[src/ris_map.vh]
`ifndef RIS_MAP_VH
`define RIS_MAP_VH

// register byte offsets, one aligned 32-bit word each
`define RIS_OFS_EXT_IRQ2 12'h000
`define RIS_OFS_TIMER2_CLK 12'h004
`define RIS_OFS_CAPTURE_1_2 12'h008
`define RIS_OFS_CAPTURE_3_4 12'h00C
`define RIS_OFS_COMPARE_FAULT 12'h010
`define RIS_OFS_PWM_FAULT 12'h014
`define RIS_OFS_SERIAL1_RX 12'h018
`define RIS_OFS_SERIAL2_RX 12'h01C
`define RIS_OFS_SPI2_CLK_DATA 12'h020
`define RIS_OFS_ROUTED_LEVELS 12'h024

// selector field positions inside a register
`define RIS_FIELD_LO_LSB 0
`define RIS_FIELD_HI_LSB 8
`define RIS_FIELD_W 8

// reset value of every selector field
`define RIS_SEL_RESET 8'h00

// selection encoding
`define RIS_CODE_GROUND 8'h00
`define RIS_CODE_COMPARATOR 8'h01
`define RIS_CODE_FIRST_PIN 8'h02
`define RIS_CODE_MAX 8'hB5

// pin levels pass two flip-flops before any selector looks at them
`define RIS_SYNC_STAGES 2

`endif

[src/ris_source_mux.v]
`timescale 1ns/100ps
`include "ris_map.vh"

module ris_source_mux #(
  parameter PIN_HI = 181 // highest remappable pin code
) (
  input wire [7:0] selCode, // selector field value
  input wire [PIN_HI:2] pinLevel, // synchronized remappable pin levels
  input wire cmpLevel, // synchronized comparator one level
  output wire routed // level handed to the peripheral input
);

  function routeOf;
    input [7:0] code;
    input [PIN_HI:2] pins;
    input cmp;
    begin
      if (code == `RIS_CODE_GROUND) begin
        routeOf = 1'b0;
      end else if (code == `RIS_CODE_COMPARATOR) begin
        routeOf = cmp;
      end else if (code <= PIN_HI) begin
        // code n names pin n, so the top code reaches pin 181
        routeOf = pins[code];
      end else begin
        routeOf = 1'b0;
      end
    end
  endfunction

  assign routed = routeOf(selCode, pinLevel, cmpLevel);

endmodule

[src/ris_input_select.v]
// The placing of the registers and the APB slave port were chosen for this implementation.
`timescale 1ns/100ps
`include "ris_map.vh"

// Functional notes
// low byte selects external interrupt two source
// low byte selects timer2 external clock source
// capture pairs: lower channel low byte
// low byte selects compare fault A source
// pwm fault1 low byte, fault2 high
// low byte selects first serial receive source
// low byte selects second serial receive source
// spi2 clock high byte, data low byte
// spi2 data input follows its selector
// code zero ties input low
// code one routes comparator one
// top code routes remappable pin 181
// single-selector registers: upper byte zero, ignored
// unimplemented bits always read zero
// reset clears every selector field
// many inputs may share one pin
// codes map to pins; undefined codes low
// mux of synced levels, effective next cycle
// reads return last written field values
module ris_input_select #(
  parameter ADDR_W = 12, // apb address width
  parameter PIN_HI = 181 // highest remappable pin code
) (
  input wire sys_clk, // system clock, 25 MHz
  input wire rst, // synchronous reset, active high
  input wire psel, // apb select
  input wire penable, // apb access phase
  input wire pwrite, // apb direction, high for write
  input wire [ADDR_W-1:0] paddr, // apb byte address
  input wire [31:0] pwdata, // apb write data
  input wire [3:0] pstrb, // apb write byte strobes
  output wire pready, // apb ready, always high
  output reg [31:0] prdata, // apb read data
  output wire pslverr, // apb error for unmapped address
  input wire [PIN_HI:2] remappablePin, // remappable input pin levels
  input wire comparatorOneOutput, // comparator one output level
  output wire externalInterruptTwo, // routed external interrupt two
  output wire timer2ExternalClock, // routed timer2 external clock
  output wire captureInput1, // routed capture 1 input
  output wire captureInput2, // routed capture 2 input
  output wire captureInput3, // routed capture 3 input
  output wire captureInput4, // routed capture 4 input
  output wire compareFaultAInput, // routed compare fault A
  output wire pwmFault1Input, // routed pwm fault 1
  output wire pwmFault2Input, // routed pwm fault 2
  output wire serial1ReceiveInput, // routed first serial receive
  output wire serial2ReceiveInput, // routed second serial receive
  output wire spi2DataInput, // routed spi2 serial data in
  output wire spi2ClockInput // routed spi2 serial clock in
);

  localparam NUM_SEL = 13;
  localparam [3:0] REG_LEVELS = 4'd9;
  localparam [3:0] REG_NONE = 4'hF;
  localparam [3:0] SEL_NONE = 4'hF;

  // selector slots
  localparam [3:0] S_IRQ2 = 4'd0;
  localparam [3:0] S_T2CLK = 4'd1;
  localparam [3:0] S_CAP1 = 4'd2;
  localparam [3:0] S_CAP2 = 4'd3;
  localparam [3:0] S_CAP3 = 4'd4;
  localparam [3:0] S_CAP4 = 4'd5;
  localparam [3:0] S_CMPF = 4'd6;
  localparam [3:0] S_FLT1 = 4'd7;
  localparam [3:0] S_FLT2 = 4'd8;
  localparam [3:0] S_SER1 = 4'd9;
  localparam [3:0] S_SER2 = 4'd10;
  localparam [3:0] S_SPID = 4'd11;
  localparam [3:0] S_SPIC = 4'd12;

  reg [7:0] selField [0:NUM_SEL-1];
  reg [PIN_HI:2] pinMeta;
  reg [PIN_HI:2] pinSync;
  reg cmpMeta;
  reg cmpSync;
  wire [NUM_SEL-1:0] routedAll;
  wire setupPhase;
  wire accessWrite;
  reg errFlag;
  reg [31:0] next_prdata;
  wire [3:0] setupReg;
  wire [3:0] accessReg;
  integer i;
  reg [NUM_SEL-1:0] loWrite;
  reg [NUM_SEL-1:0] hiWrite;
  integer j;

  // register index for an address, REG_NONE when unmapped
  function [3:0] regOf;
    input [ADDR_W-1:0] addr;
    begin
      case (addr)
        `RIS_OFS_EXT_IRQ2: regOf = 4'd0;
        `RIS_OFS_TIMER2_CLK: regOf = 4'd1;
        `RIS_OFS_CAPTURE_1_2: regOf = 4'd2;
        `RIS_OFS_CAPTURE_3_4: regOf = 4'd3;
        `RIS_OFS_COMPARE_FAULT: regOf = 4'd4;
        `RIS_OFS_PWM_FAULT: regOf = 4'd5;
        `RIS_OFS_SERIAL1_RX: regOf = 4'd6;
        `RIS_OFS_SERIAL2_RX: regOf = 4'd7;
        `RIS_OFS_SPI2_CLK_DATA: regOf = 4'd8;
        `RIS_OFS_ROUTED_LEVELS: regOf = REG_LEVELS;
        default: regOf = REG_NONE;
      endcase
    end
  endfunction

  // selector held in bits 7-0 of a register
  function [3:0] loSelOf;
    input [3:0] r;
    begin
      case (r)
        4'd0: loSelOf = S_IRQ2;
        4'd1: loSelOf = S_T2CLK;
        4'd2: loSelOf = S_CAP1;
        4'd3: loSelOf = S_CAP3;
        4'd4: loSelOf = S_CMPF;
        4'd5: loSelOf = S_FLT1;
        4'd6: loSelOf = S_SER1;
        4'd7: loSelOf = S_SER2;
        4'd8: loSelOf = S_SPID;
        default: loSelOf = SEL_NONE;
      endcase
    end
  endfunction

  // selector held in bits 15-8, SEL_NONE where the byte is unimplemented
  function [3:0] hiSelOf;
    input [3:0] r;
    begin
      case (r)
        4'd2: hiSelOf = S_CAP2;
        4'd3: hiSelOf = S_CAP4;
        4'd5: hiSelOf = S_FLT2;
        4'd8: hiSelOf = S_SPIC;
        default: hiSelOf = SEL_NONE;
      endcase
    end
  endfunction

  assign setupPhase = psel & ~penable;
  assign accessWrite = psel & penable & pwrite;
  assign setupReg = regOf(paddr);
  assign accessReg = regOf(paddr);

  // zero wait states: every access completes in its first access cycle
  assign pready = 1'b1;
  assign pslverr = psel & penable & errFlag;

  // byte-lane write enables per slot; a refused access enables none
  always @* begin
    loWrite = {NUM_SEL{1'b0}};
    hiWrite = {NUM_SEL{1'b0}};
    for (j = 0; j < NUM_SEL; j = j + 1) begin
      if (accessWrite && !errFlag) begin
        loWrite[j] = pstrb[0] && (loSelOf(accessReg) == j[3:0]);
        // single-selector registers have no upper slot, so that byte is dropped
        hiWrite[j] = pstrb[1] && (hiSelOf(accessReg) == j[3:0]);
      end
    end
  end

  // selector fields; one field per byte lane, strobes gate each lane
  always @(posedge sys_clk) begin
    if (rst) begin
      for (i = 0; i < NUM_SEL; i = i + 1) begin
        selField[i] <= `RIS_SEL_RESET;
      end
    end else begin
      for (i = 0; i < NUM_SEL; i = i + 1) begin
        if (loWrite[i]) begin
          selField[i] <= pwdata[`RIS_FIELD_LO_LSB +: `RIS_FIELD_W];
        end
        if (hiWrite[i]) begin
          selField[i] <= pwdata[`RIS_FIELD_HI_LSB +: `RIS_FIELD_W];
        end
      end
    end
  end

  // read word assembled from the fields, or from the routed levels for the levels word; all other bits stay zero
  always @* begin
    next_prdata = 32'h00000000;
    if (setupReg == REG_LEVELS) begin
      next_prdata[NUM_SEL-1:0] = routedAll;
    end else if (setupReg != REG_NONE) begin
      if (loSelOf(setupReg) != SEL_NONE) begin
        next_prdata[`RIS_FIELD_LO_LSB +: `RIS_FIELD_W] = selField[loSelOf(setupReg)];
      end
      if (hiSelOf(setupReg) != SEL_NONE) begin
        next_prdata[`RIS_FIELD_HI_LSB +: `RIS_FIELD_W] = selField[hiSelOf(setupReg)];
      end
    end
  end

  // read data and error are latched in the setup cycle so they stand as flops
  always @(posedge sys_clk) begin
    if (rst) begin
      prdata <= 32'h00000000;
      errFlag <= 1'b0;
    end else if (setupPhase) begin
      prdata <= pwrite ? 32'h00000000 : next_prdata;
      // the levels word is read only; a write to it is refused
      errFlag <= (setupReg == REG_NONE) || (pwrite && setupReg == REG_LEVELS);
    end
  end

  // one shared synchroniser bank; every selector taps the same stage
  always @(posedge sys_clk) begin
    if (rst) begin
      pinMeta <= {(PIN_HI-1){1'b0}};
      pinSync <= {(PIN_HI-1){1'b0}};
      cmpMeta <= 1'b0;
      cmpSync <= 1'b0;
    end else begin
      pinMeta <= remappablePin;
      pinSync <= pinMeta;
      cmpMeta <= comparatorOneOutput;
      cmpSync <= cmpMeta;
    end
  end

  // selectors are independent, so any number may name the same pin
  ris_source_mux #(
    .PIN_HI(PIN_HI)
  ) u_irq2_mux (
    .selCode(selField[S_IRQ2]),
    .pinLevel(pinSync),
    .cmpLevel(cmpSync),
    .routed(routedAll[S_IRQ2])
  );
  ris_source_mux #(
    .PIN_HI(PIN_HI)
  ) u_t2clk_mux (
    .selCode(selField[S_T2CLK]),
    .pinLevel(pinSync),
    .cmpLevel(cmpSync),
    .routed(routedAll[S_T2CLK])
  );
  ris_source_mux #(
    .PIN_HI(PIN_HI)
  ) u_cap1_mux (
    .selCode(selField[S_CAP1]),
    .pinLevel(pinSync),
    .cmpLevel(cmpSync),
    .routed(routedAll[S_CAP1])
  );
  ris_source_mux #(
    .PIN_HI(PIN_HI)
  ) u_cap2_mux (
    .selCode(selField[S_CAP2]),
    .pinLevel(pinSync),
    .cmpLevel(cmpSync),
    .routed(routedAll[S_CAP2])
  );
  ris_source_mux #(
    .PIN_HI(PIN_HI)
  ) u_cap3_mux (
    .selCode(selField[S_CAP3]),
    .pinLevel(pinSync),
    .cmpLevel(cmpSync),
    .routed(routedAll[S_CAP3])
  );
  ris_source_mux #(
    .PIN_HI(PIN_HI)
  ) u_cap4_mux (
    .selCode(selField[S_CAP4]),
    .pinLevel(pinSync),
    .cmpLevel(cmpSync),
    .routed(routedAll[S_CAP4])
  );
  ris_source_mux #(
    .PIN_HI(PIN_HI)
  ) u_cmpf_mux (
    .selCode(selField[S_CMPF]),
    .pinLevel(pinSync),
    .cmpLevel(cmpSync),
    .routed(routedAll[S_CMPF])
  );
  ris_source_mux #(
    .PIN_HI(PIN_HI)
  ) u_flt1_mux (
    .selCode(selField[S_FLT1]),
    .pinLevel(pinSync),
    .cmpLevel(cmpSync),
    .routed(routedAll[S_FLT1])
  );
  ris_source_mux #(
    .PIN_HI(PIN_HI)
  ) u_flt2_mux (
    .selCode(selField[S_FLT2]),
    .pinLevel(pinSync),
    .cmpLevel(cmpSync),
    .routed(routedAll[S_FLT2])
  );
  ris_source_mux #(
    .PIN_HI(PIN_HI)
  ) u_ser1_mux (
    .selCode(selField[S_SER1]),
    .pinLevel(pinSync),
    .cmpLevel(cmpSync),
    .routed(routedAll[S_SER1])
  );
  ris_source_mux #(
    .PIN_HI(PIN_HI)
  ) u_ser2_mux (
    .selCode(selField[S_SER2]),
    .pinLevel(pinSync),
    .cmpLevel(cmpSync),
    .routed(routedAll[S_SER2])
  );
  ris_source_mux #(
    .PIN_HI(PIN_HI)
  ) u_spid_mux (
    .selCode(selField[S_SPID]),
    .pinLevel(pinSync),
    .cmpLevel(cmpSync),
    .routed(routedAll[S_SPID])
  );
  ris_source_mux #(
    .PIN_HI(PIN_HI)
  ) u_spic_mux (
    .selCode(selField[S_SPIC]),
    .pinLevel(pinSync),
    .cmpLevel(cmpSync),
    .routed(routedAll[S_SPIC])
  );

  assign externalInterruptTwo = routedAll[S_IRQ2];
  assign timer2ExternalClock = routedAll[S_T2CLK];
  assign captureInput1 = routedAll[S_CAP1];
  assign captureInput2 = routedAll[S_CAP2];
  assign captureInput3 = routedAll[S_CAP3];
  assign captureInput4 = routedAll[S_CAP4];
  assign compareFaultAInput = routedAll[S_CMPF];
  assign pwmFault1Input = routedAll[S_FLT1];
  assign pwmFault2Input = routedAll[S_FLT2];
  assign serial1ReceiveInput = routedAll[S_SER1];
  assign serial2ReceiveInput = routedAll[S_SER2];
  assign spi2DataInput = routedAll[S_SPID];
  assign spi2ClockInput = routedAll[S_SPIC];

endmodule

[config.mk]
export PLATFORM = sky130hd
export DESIGN_NAME = ris_input_select
export DESIGN_NICKNAME = d
export VERILOG_FILES = /design/src/ris_source_mux.v /design/src/ris_input_select.v
export VERILOG_INCLUDE_DIRS = /design/src /design/src/src
export SDC_FILE = /design/constraint.sdc
export NUM_CORES = 2
export LEC_CHECK = 0
export BUFFER_PORTS_ARGS = -buffer_cell sky130_fd_sc_hd__buf_2
export CAP_MARGIN = 25
export CORE_MARGIN = 3
export CORE_UTILIZATION = 40
export CTS_CLUSTER_SIZE = 14
export DETAILED_ROUTE_END_ITERATION = 8
export SYNTH_ARGS = -nofsm -noshare
export SYNTH_HDL_FRONTEND = slang
export SYNTH_SLANG_ARGS = --single-unit
[constraint.sdc]
create_clock -name sys_clk -period 9.5 [get_ports sys_clk]
set_input_delay 0.475 -clock sys_clk [delete_from_list [all_inputs] [get_ports sys_clk]]
set_output_delay 0.475 -clock sys_clk [all_outputs]
set_load 0.01 [all_outputs]
Word level (Yosys, flattened, before mapping)
Memory sizes are Yosys's and may differ from the RTL's.
Index checks and enable logic that the tools add are counted.
{"block": "op_classes", "add_sub_neg": 0, "multipliers": 0, "div": 0, "order_cmp": 26, "eq_ne": 55, "n_shift": 0, "mux": 229, "bitwise": 31, "reduce_logical": 46}
{"op": "$mux 8", "count": 28}
{"op": "$mux 1", "count": 158}
{"op": "$lt 8x9->1 const B", "count": 13}
{"op": "$bmux 1 s8", "count": 13}
{"op": "$eq 8x1->1 const B", "count": 13}
{"op": "$le 8x8->1 const B", "count": 13}
{"op": "$logic_not 8->1", "count": 13}
{"op": "$mux 4", "count": 24}
{"op": "$eq 4x4->1 const B", "count": 13}
{"op": "$eq 12x5->1 const B", "count": 4}
{"op": "$pmux 4 s10", "count": 1}
{"op": "$eq 4x3->1 const B", "count": 9}
{"op": "$mux 16", "count": 2}
{"op": "$logic_and 1x1->1", "count": 28}
{"op": "$or 1x1->1", "count": 26}
{"op": "$eq 12x4->1 const B", "count": 2}
{"op": "$eq 12x6->1 const B", "count": 2}
{"op": "$eq 4x2->1 const B", "count": 6}
{"op": "$pmux 4 s4", "count": 1}
{"op": "$mux 13", "count": 1}
{"op": "$eq 12x3->1 const B", "count": 1}
{"op": "$logic_not 12->1", "count": 1}
{"op": "$ne 4x4->1 const B", "count": 3}
{"op": "$eq 4x1->1 const B", "count": 2}
{"op": "6 further kinds", "count": 10}
{"block": "totals", "reg_bits": 395, "latch_bits": 0, "ram_bits": 104, "rom_bits": 960, "out_inout_bits": 47, "wordCells": 409, "n_memories": 16}
{"name": "selField", "depth": 13, "width": 8, "read_ports": 15, "rd_clocked_by_memory_dff": 0, "write_ports": 13, "line": "ris_input_select.v:77", "source": "reg [7:0] selField [0:NUM_SEL-1];"}
{"name": "(no name shown)", "depth": 16, "width": 4, "read_ports": 1, "rd_clocked_by_memory_dff": 0, "write_ports": 0, "line": "ris_input_select.v:118", "source": "case (r)"}
{"name": "(no name shown)", "depth": 16, "width": 4, "read_ports": 1, "rd_clocked_by_memory_dff": 0, "write_ports": 0, "line": "ris_input_select.v:118"}
{"name": "(no name shown)", "depth": 16, "width": 4, "read_ports": 1, "rd_clocked_by_memory_dff": 0, "write_ports": 0, "line": "ris_input_select.v:118"}
{"name": "(no name shown)", "depth": 16, "width": 4, "read_ports": 1, "rd_clocked_by_memory_dff": 0, "write_ports": 0, "line": "ris_input_select.v:118"}
{"name": "(no name shown)", "depth": 16, "width": 4, "read_ports": 1, "rd_clocked_by_memory_dff": 0, "write_ports": 0, "line": "ris_input_select.v:118"}
{"name": "10 more memories"}

Depth between registers and ports, before layout
An unclocked memory read counts as a cell.
{"block": "logic_depth", "word_depth": 15, "ltp_mapped": 16, "ltp_nobuf": 13}

Cells and area by module
Synthesis repeated with hierarchy kept, for this count alone.
{"block": "hier_totals", "hier_cells": 3695, "hier_area_um2": 37945.1}
{"module": "ris_source_mux", "n_inst": 13, "cells_per_inst": 176, "area_per_inst_um2": 1660.3}
{"module": "ris_input_select", "n_inst": 1, "cells_per_inst": 1407, "area_per_inst_um2": 16360.7}

Worst setup path after synthesis
Ideal clock, no wire load.
{"block": "synth_path", "kind": "input port to flip-flop", "start": "input port paddr[1]", "end": "memory selField[2][0] (enable)", "setup_time_ps": 310, "t_arrival_ps": 3422, "required_ps": 9190, "setup_slack_ps": 5768, "cell_stages": 13, "path_cell_list": "or4_1 -> nor2_1 -> o21a_1 -> nand2b_1 -> inv_1 -> ha_1 -> nor2_1 -> o2111a_1 -> buf_2 -> buf_2 -> clkbuf_1 -> nor3_1 -> or2_2"}
{"item": "from (decl)", "line": "ris_input_select.v:34", "source": "input wire [ADDR_W-1:0] paddr,"}
{"item": "to (decl)", "line": "ris_input_select.v:77"}

==> metrics.md <==
| Metric | Value |
|---|---|
| Worst hold path class | `in2reg` |
| GRT overflow | `0` |
| Pre-Repair DR Iteration Count | `9` |
| Setup ws final | `roughly 3800 ps` |
| Setup Buffers After CTS | `0` |
| Net Sw Power | `about 1.5 mW` |
| Comb pwr share | `17.2%` |
| Setup violators final | `0` |
| Initial antenna violation count | `11` |
| WL per Instance | `approximately 36 um` |
| First-pass GRT wire length | `around 230000 um` |
| Ys Warns | `0` |
| Clk pwr share | `37.8%` |
| Cell chain of the critical path | `buf_4 > buf_4 > mux4_2 > mux4_2 > and3_1 > o311ai_1 > o2111ai_1 > buf_2` |
| IO Port Bufs | `roughly 250` |
| Outcome | `finished, violations left` |
| Routed via count | `approximately 32000` |
| Worst-path fanout max | `27` |
| Initial Util | `approximately two fifths` |
| CP endpoint kind | `output pin` |
| Failing checks | `DRC` |
| Row count | `111` |
| Num CTS Buffers | `50` |
| CTS Hold Bufs | `0` |
| Asr flop ratio synth | `0%` |
| Die Area | `around 0.097 sq mm` |
| Hold WS | `37.28 ps` |
| Syn-to-layout area delta | `8.934%` |
| Chip width | `311.6 um` |
| Htree depth | `2` |
| Synth area leader | `mux4_2` |
| Syn Inst Count | `~3300` |
| Post-synthesis cell area | `between 0.03 and 0.04 sq mm` |
| Critical path class | `reg2out` |
| Largest net degree at the start of global routing | `182` |
| Clk_skew | `approximately 55 ps` |
| Flops & latches, synth | `approximately 480` |
| Register area share after synthesis | `~29%` |
| Fin. max-slew vios | `0` |
| LEAKAGE | `14.15 nW` |
| Clk Latency, worst-skew pair | `roughly 670 ps` |
| Core area | `between 0.09 and 0.1 sq mm` |
| Gr usage total | `between 30% and 40%` |
| Maximum VDD drop | `between 0.0001 and 0.00015 V` |
| Post-synthesis cell type count | `84` |
| Hold Fails Final Rpt | `0` |
| CP arrival | `between 5000 and 6000 ps` |
| Switching power share of the total | `28.72%` |
| Crit path max-delay family | `compound AO/OA/AOI/OAI gates` |
| Avg Inst Size Synth | `11.30 sq um` |
| Ratio of cells with drive above 1 in the final layout | `about a third` |
| Clock Tree Buf Depth | `3` |
| Inst Count DP | `approximately 4400` |
| RSZ-0062 raised after global routing | `false` |
| Root buffer cell | `clkbuf_16` |
| Max-slew headroom | `between 10% and 20%` |
| Post-synth EDFFs | `between 100 and 150` |
| Fmax | `about 170 MHz` |
| CTS tree | `done` |
| DRT Wirelength | `162100 um` |
| CP max-delay cell | `o311ai_1` |
| Clk slew on worst S/H paths | `approximately 60 ps` |
| Vias in the first global route | `between 30000 and 40000` |
| Sequential cell fraction of total power | `between 40 and 50%` |
| DR DRC count | `2` |
| Startpoint types | `flip-flop` |
| Dpl ws | `about 4600 ps` |
| # IOs | `approximately 280` |
| Largest cells by area after synthesis | `mux4_2 35%, dfxtp_1 20%, edfxtp_1 8.4%, nor2b_1 7.2%, mux2i_1 5.1%` |
| Buffers & Inverters on Critical Path | `3` |
| Pwr Density | `129.7 mW/mm^2` |
| Routed vias/inst | `7.109` |
| Final Cycle Share | `between 60% and 70%` |
| Post-CTS sizing | `0` |
| Top cells by count, synth | `574 x mux4_2, 429 x nor2b_1, 379 x dfxtp_1, 354 x clkbuf_1, 189 x mux2i_1` |
| Post-detail-place hpwl | `108100 um` |
| Critical Path Max Stage Delay | `970 ps` |
| Clock sink total | `just under 500` |
| Worst Path Required | `9030 ps` |
| Cell with the most instances after synthesis | `mux4_2` |
| Gp weighted congestion | `~1.1` |
| Top FF cell, synth | `dfxtp_1` |
| Number of nets still failing antenna checks after routing | `0` |
| TNS Setup | `0 ps` |
| Fin crit period | `~5700 ps` |
| Maximum Capacitance Violations | `0` |
| Fin cells | `around 4500` |
| Internal | `3.763 mW` |
| Post-synth top area share | `34.61%` |
| Measured slew at the worst slew-check pin | `around 1200 ps` |
| Initial DRC count | `approximately 5800` |
| Post-layout nets | `around 3500` |
| Die Ht | `around 310 um` |
==> registers in the layout, summed over array words and instances (netlist names) <==
| register | cells |
|---|---|
| cmpSync | 1 |
| pinMeta | 180 |
| prdata | 16 |
| selField | 104 |
| cmpMeta | 1 |
| pinSync | 180 |
| errFlag | 1 |
==> layout by cell type (no fill, tap or decap), types with 29 or more instances in the layout <==
cell type / instances
a21oi_1: 58
a22o_1: 31
a31oi_1: 33
and2_1: 49
buf_2: 245
buf_4: 95
clkbuf_16: 50
dfxtp_1: 379
edfxtp_1: 104
inv_1: 33
mux2_2: 52
mux2i_1: 189
mux4_2: 574
nand2_1: 185
nand3_1: 70
nor2_1: 98
nor2b_1: 429
nor3_1: 43
o211ai_1: 29
o21ai_0: 56
==> path summary, 6_finish.rpt <==
| kind | startpoint | endpoint | slack (ps) | depth (start not counted) |
|---|---|---|---|---|
| worst max-delay path | selField[3][0] | captureInput2 | 3760 | 8 |
| worst min-delay path | remappablePin[137] | pinMeta[137] | 40 | 2 |
| worst max register to register | selField[3][0] | prdata[3] | 4710 | 8 |
| worst min register to register | pinMeta[94] | pinSync[94] | 420 | 1 |
==> layout make-up <==
class                   count  area [sq um]
diodes                      9         22.52
clock buffers              67          1405
clock inverters            23         275.3
fillers                  8515         51390
inverters                  42         157.7
multi-input cells        2288         24440
flip-flops and latches    483         10710
well taps                1243          1555
repair buffers            348          2125
==> routing by layer <==
metal  up-vias  GRT usage (%)  part of all wire (%)
met1     15580          39.89                    34
met5         -          1.482                  0.14
li1      12460              -                     -
met3       747          15.43                    17
met4        14          20.98                   8.3
met2      3211          45.51                    41
==> cells by family after synthesis <==
group	Yosys count	share of synthesized area, %
flops	483	28.67
compound gates	401	7.714
other cells	2	0.02011
mux	822	41.73
fa+ha+maj	3	0.1005
simple gates	1045	15.61
buf+inv	549	6.147
==> worst register-to-register path, cell delays in order, from the launching register on <==
cell	delay, ps
edfxtp_1	320
buf_4	390
buf_4	600
mux4_2	600
mux4_2	490
and3_1	200
o311ai_1	970
o2111ai_1	700
a211o_1	420
==> per-stage QoR <==
step | total power [mW] | util (%) | cell area, sq um
finish | 5.279 | 44.19 | 40690
global route | 5.426 | 44.17 | 40670
CTS | 5.263 | 44.02 | 40540
detailed placement | 3.275 | 42.20 | 38860
global placement | 3.264 | 42.16 | 38820
floorplan | 2.916 | - | 37410
==> power by group through the flow <==
stage	sequential, mW	combinational (mW)	clock (mW)
global placement	2.40	0.862	0
global route	2.37	0.938	2.11
finish	2.38	0.909	1.99
floorplan	2.26	0.655	0
CTS	2.36	0.873	2.03
detailed placement	2.40	0.870	0
No activity file was read; power rests on OpenSTA's default activity.
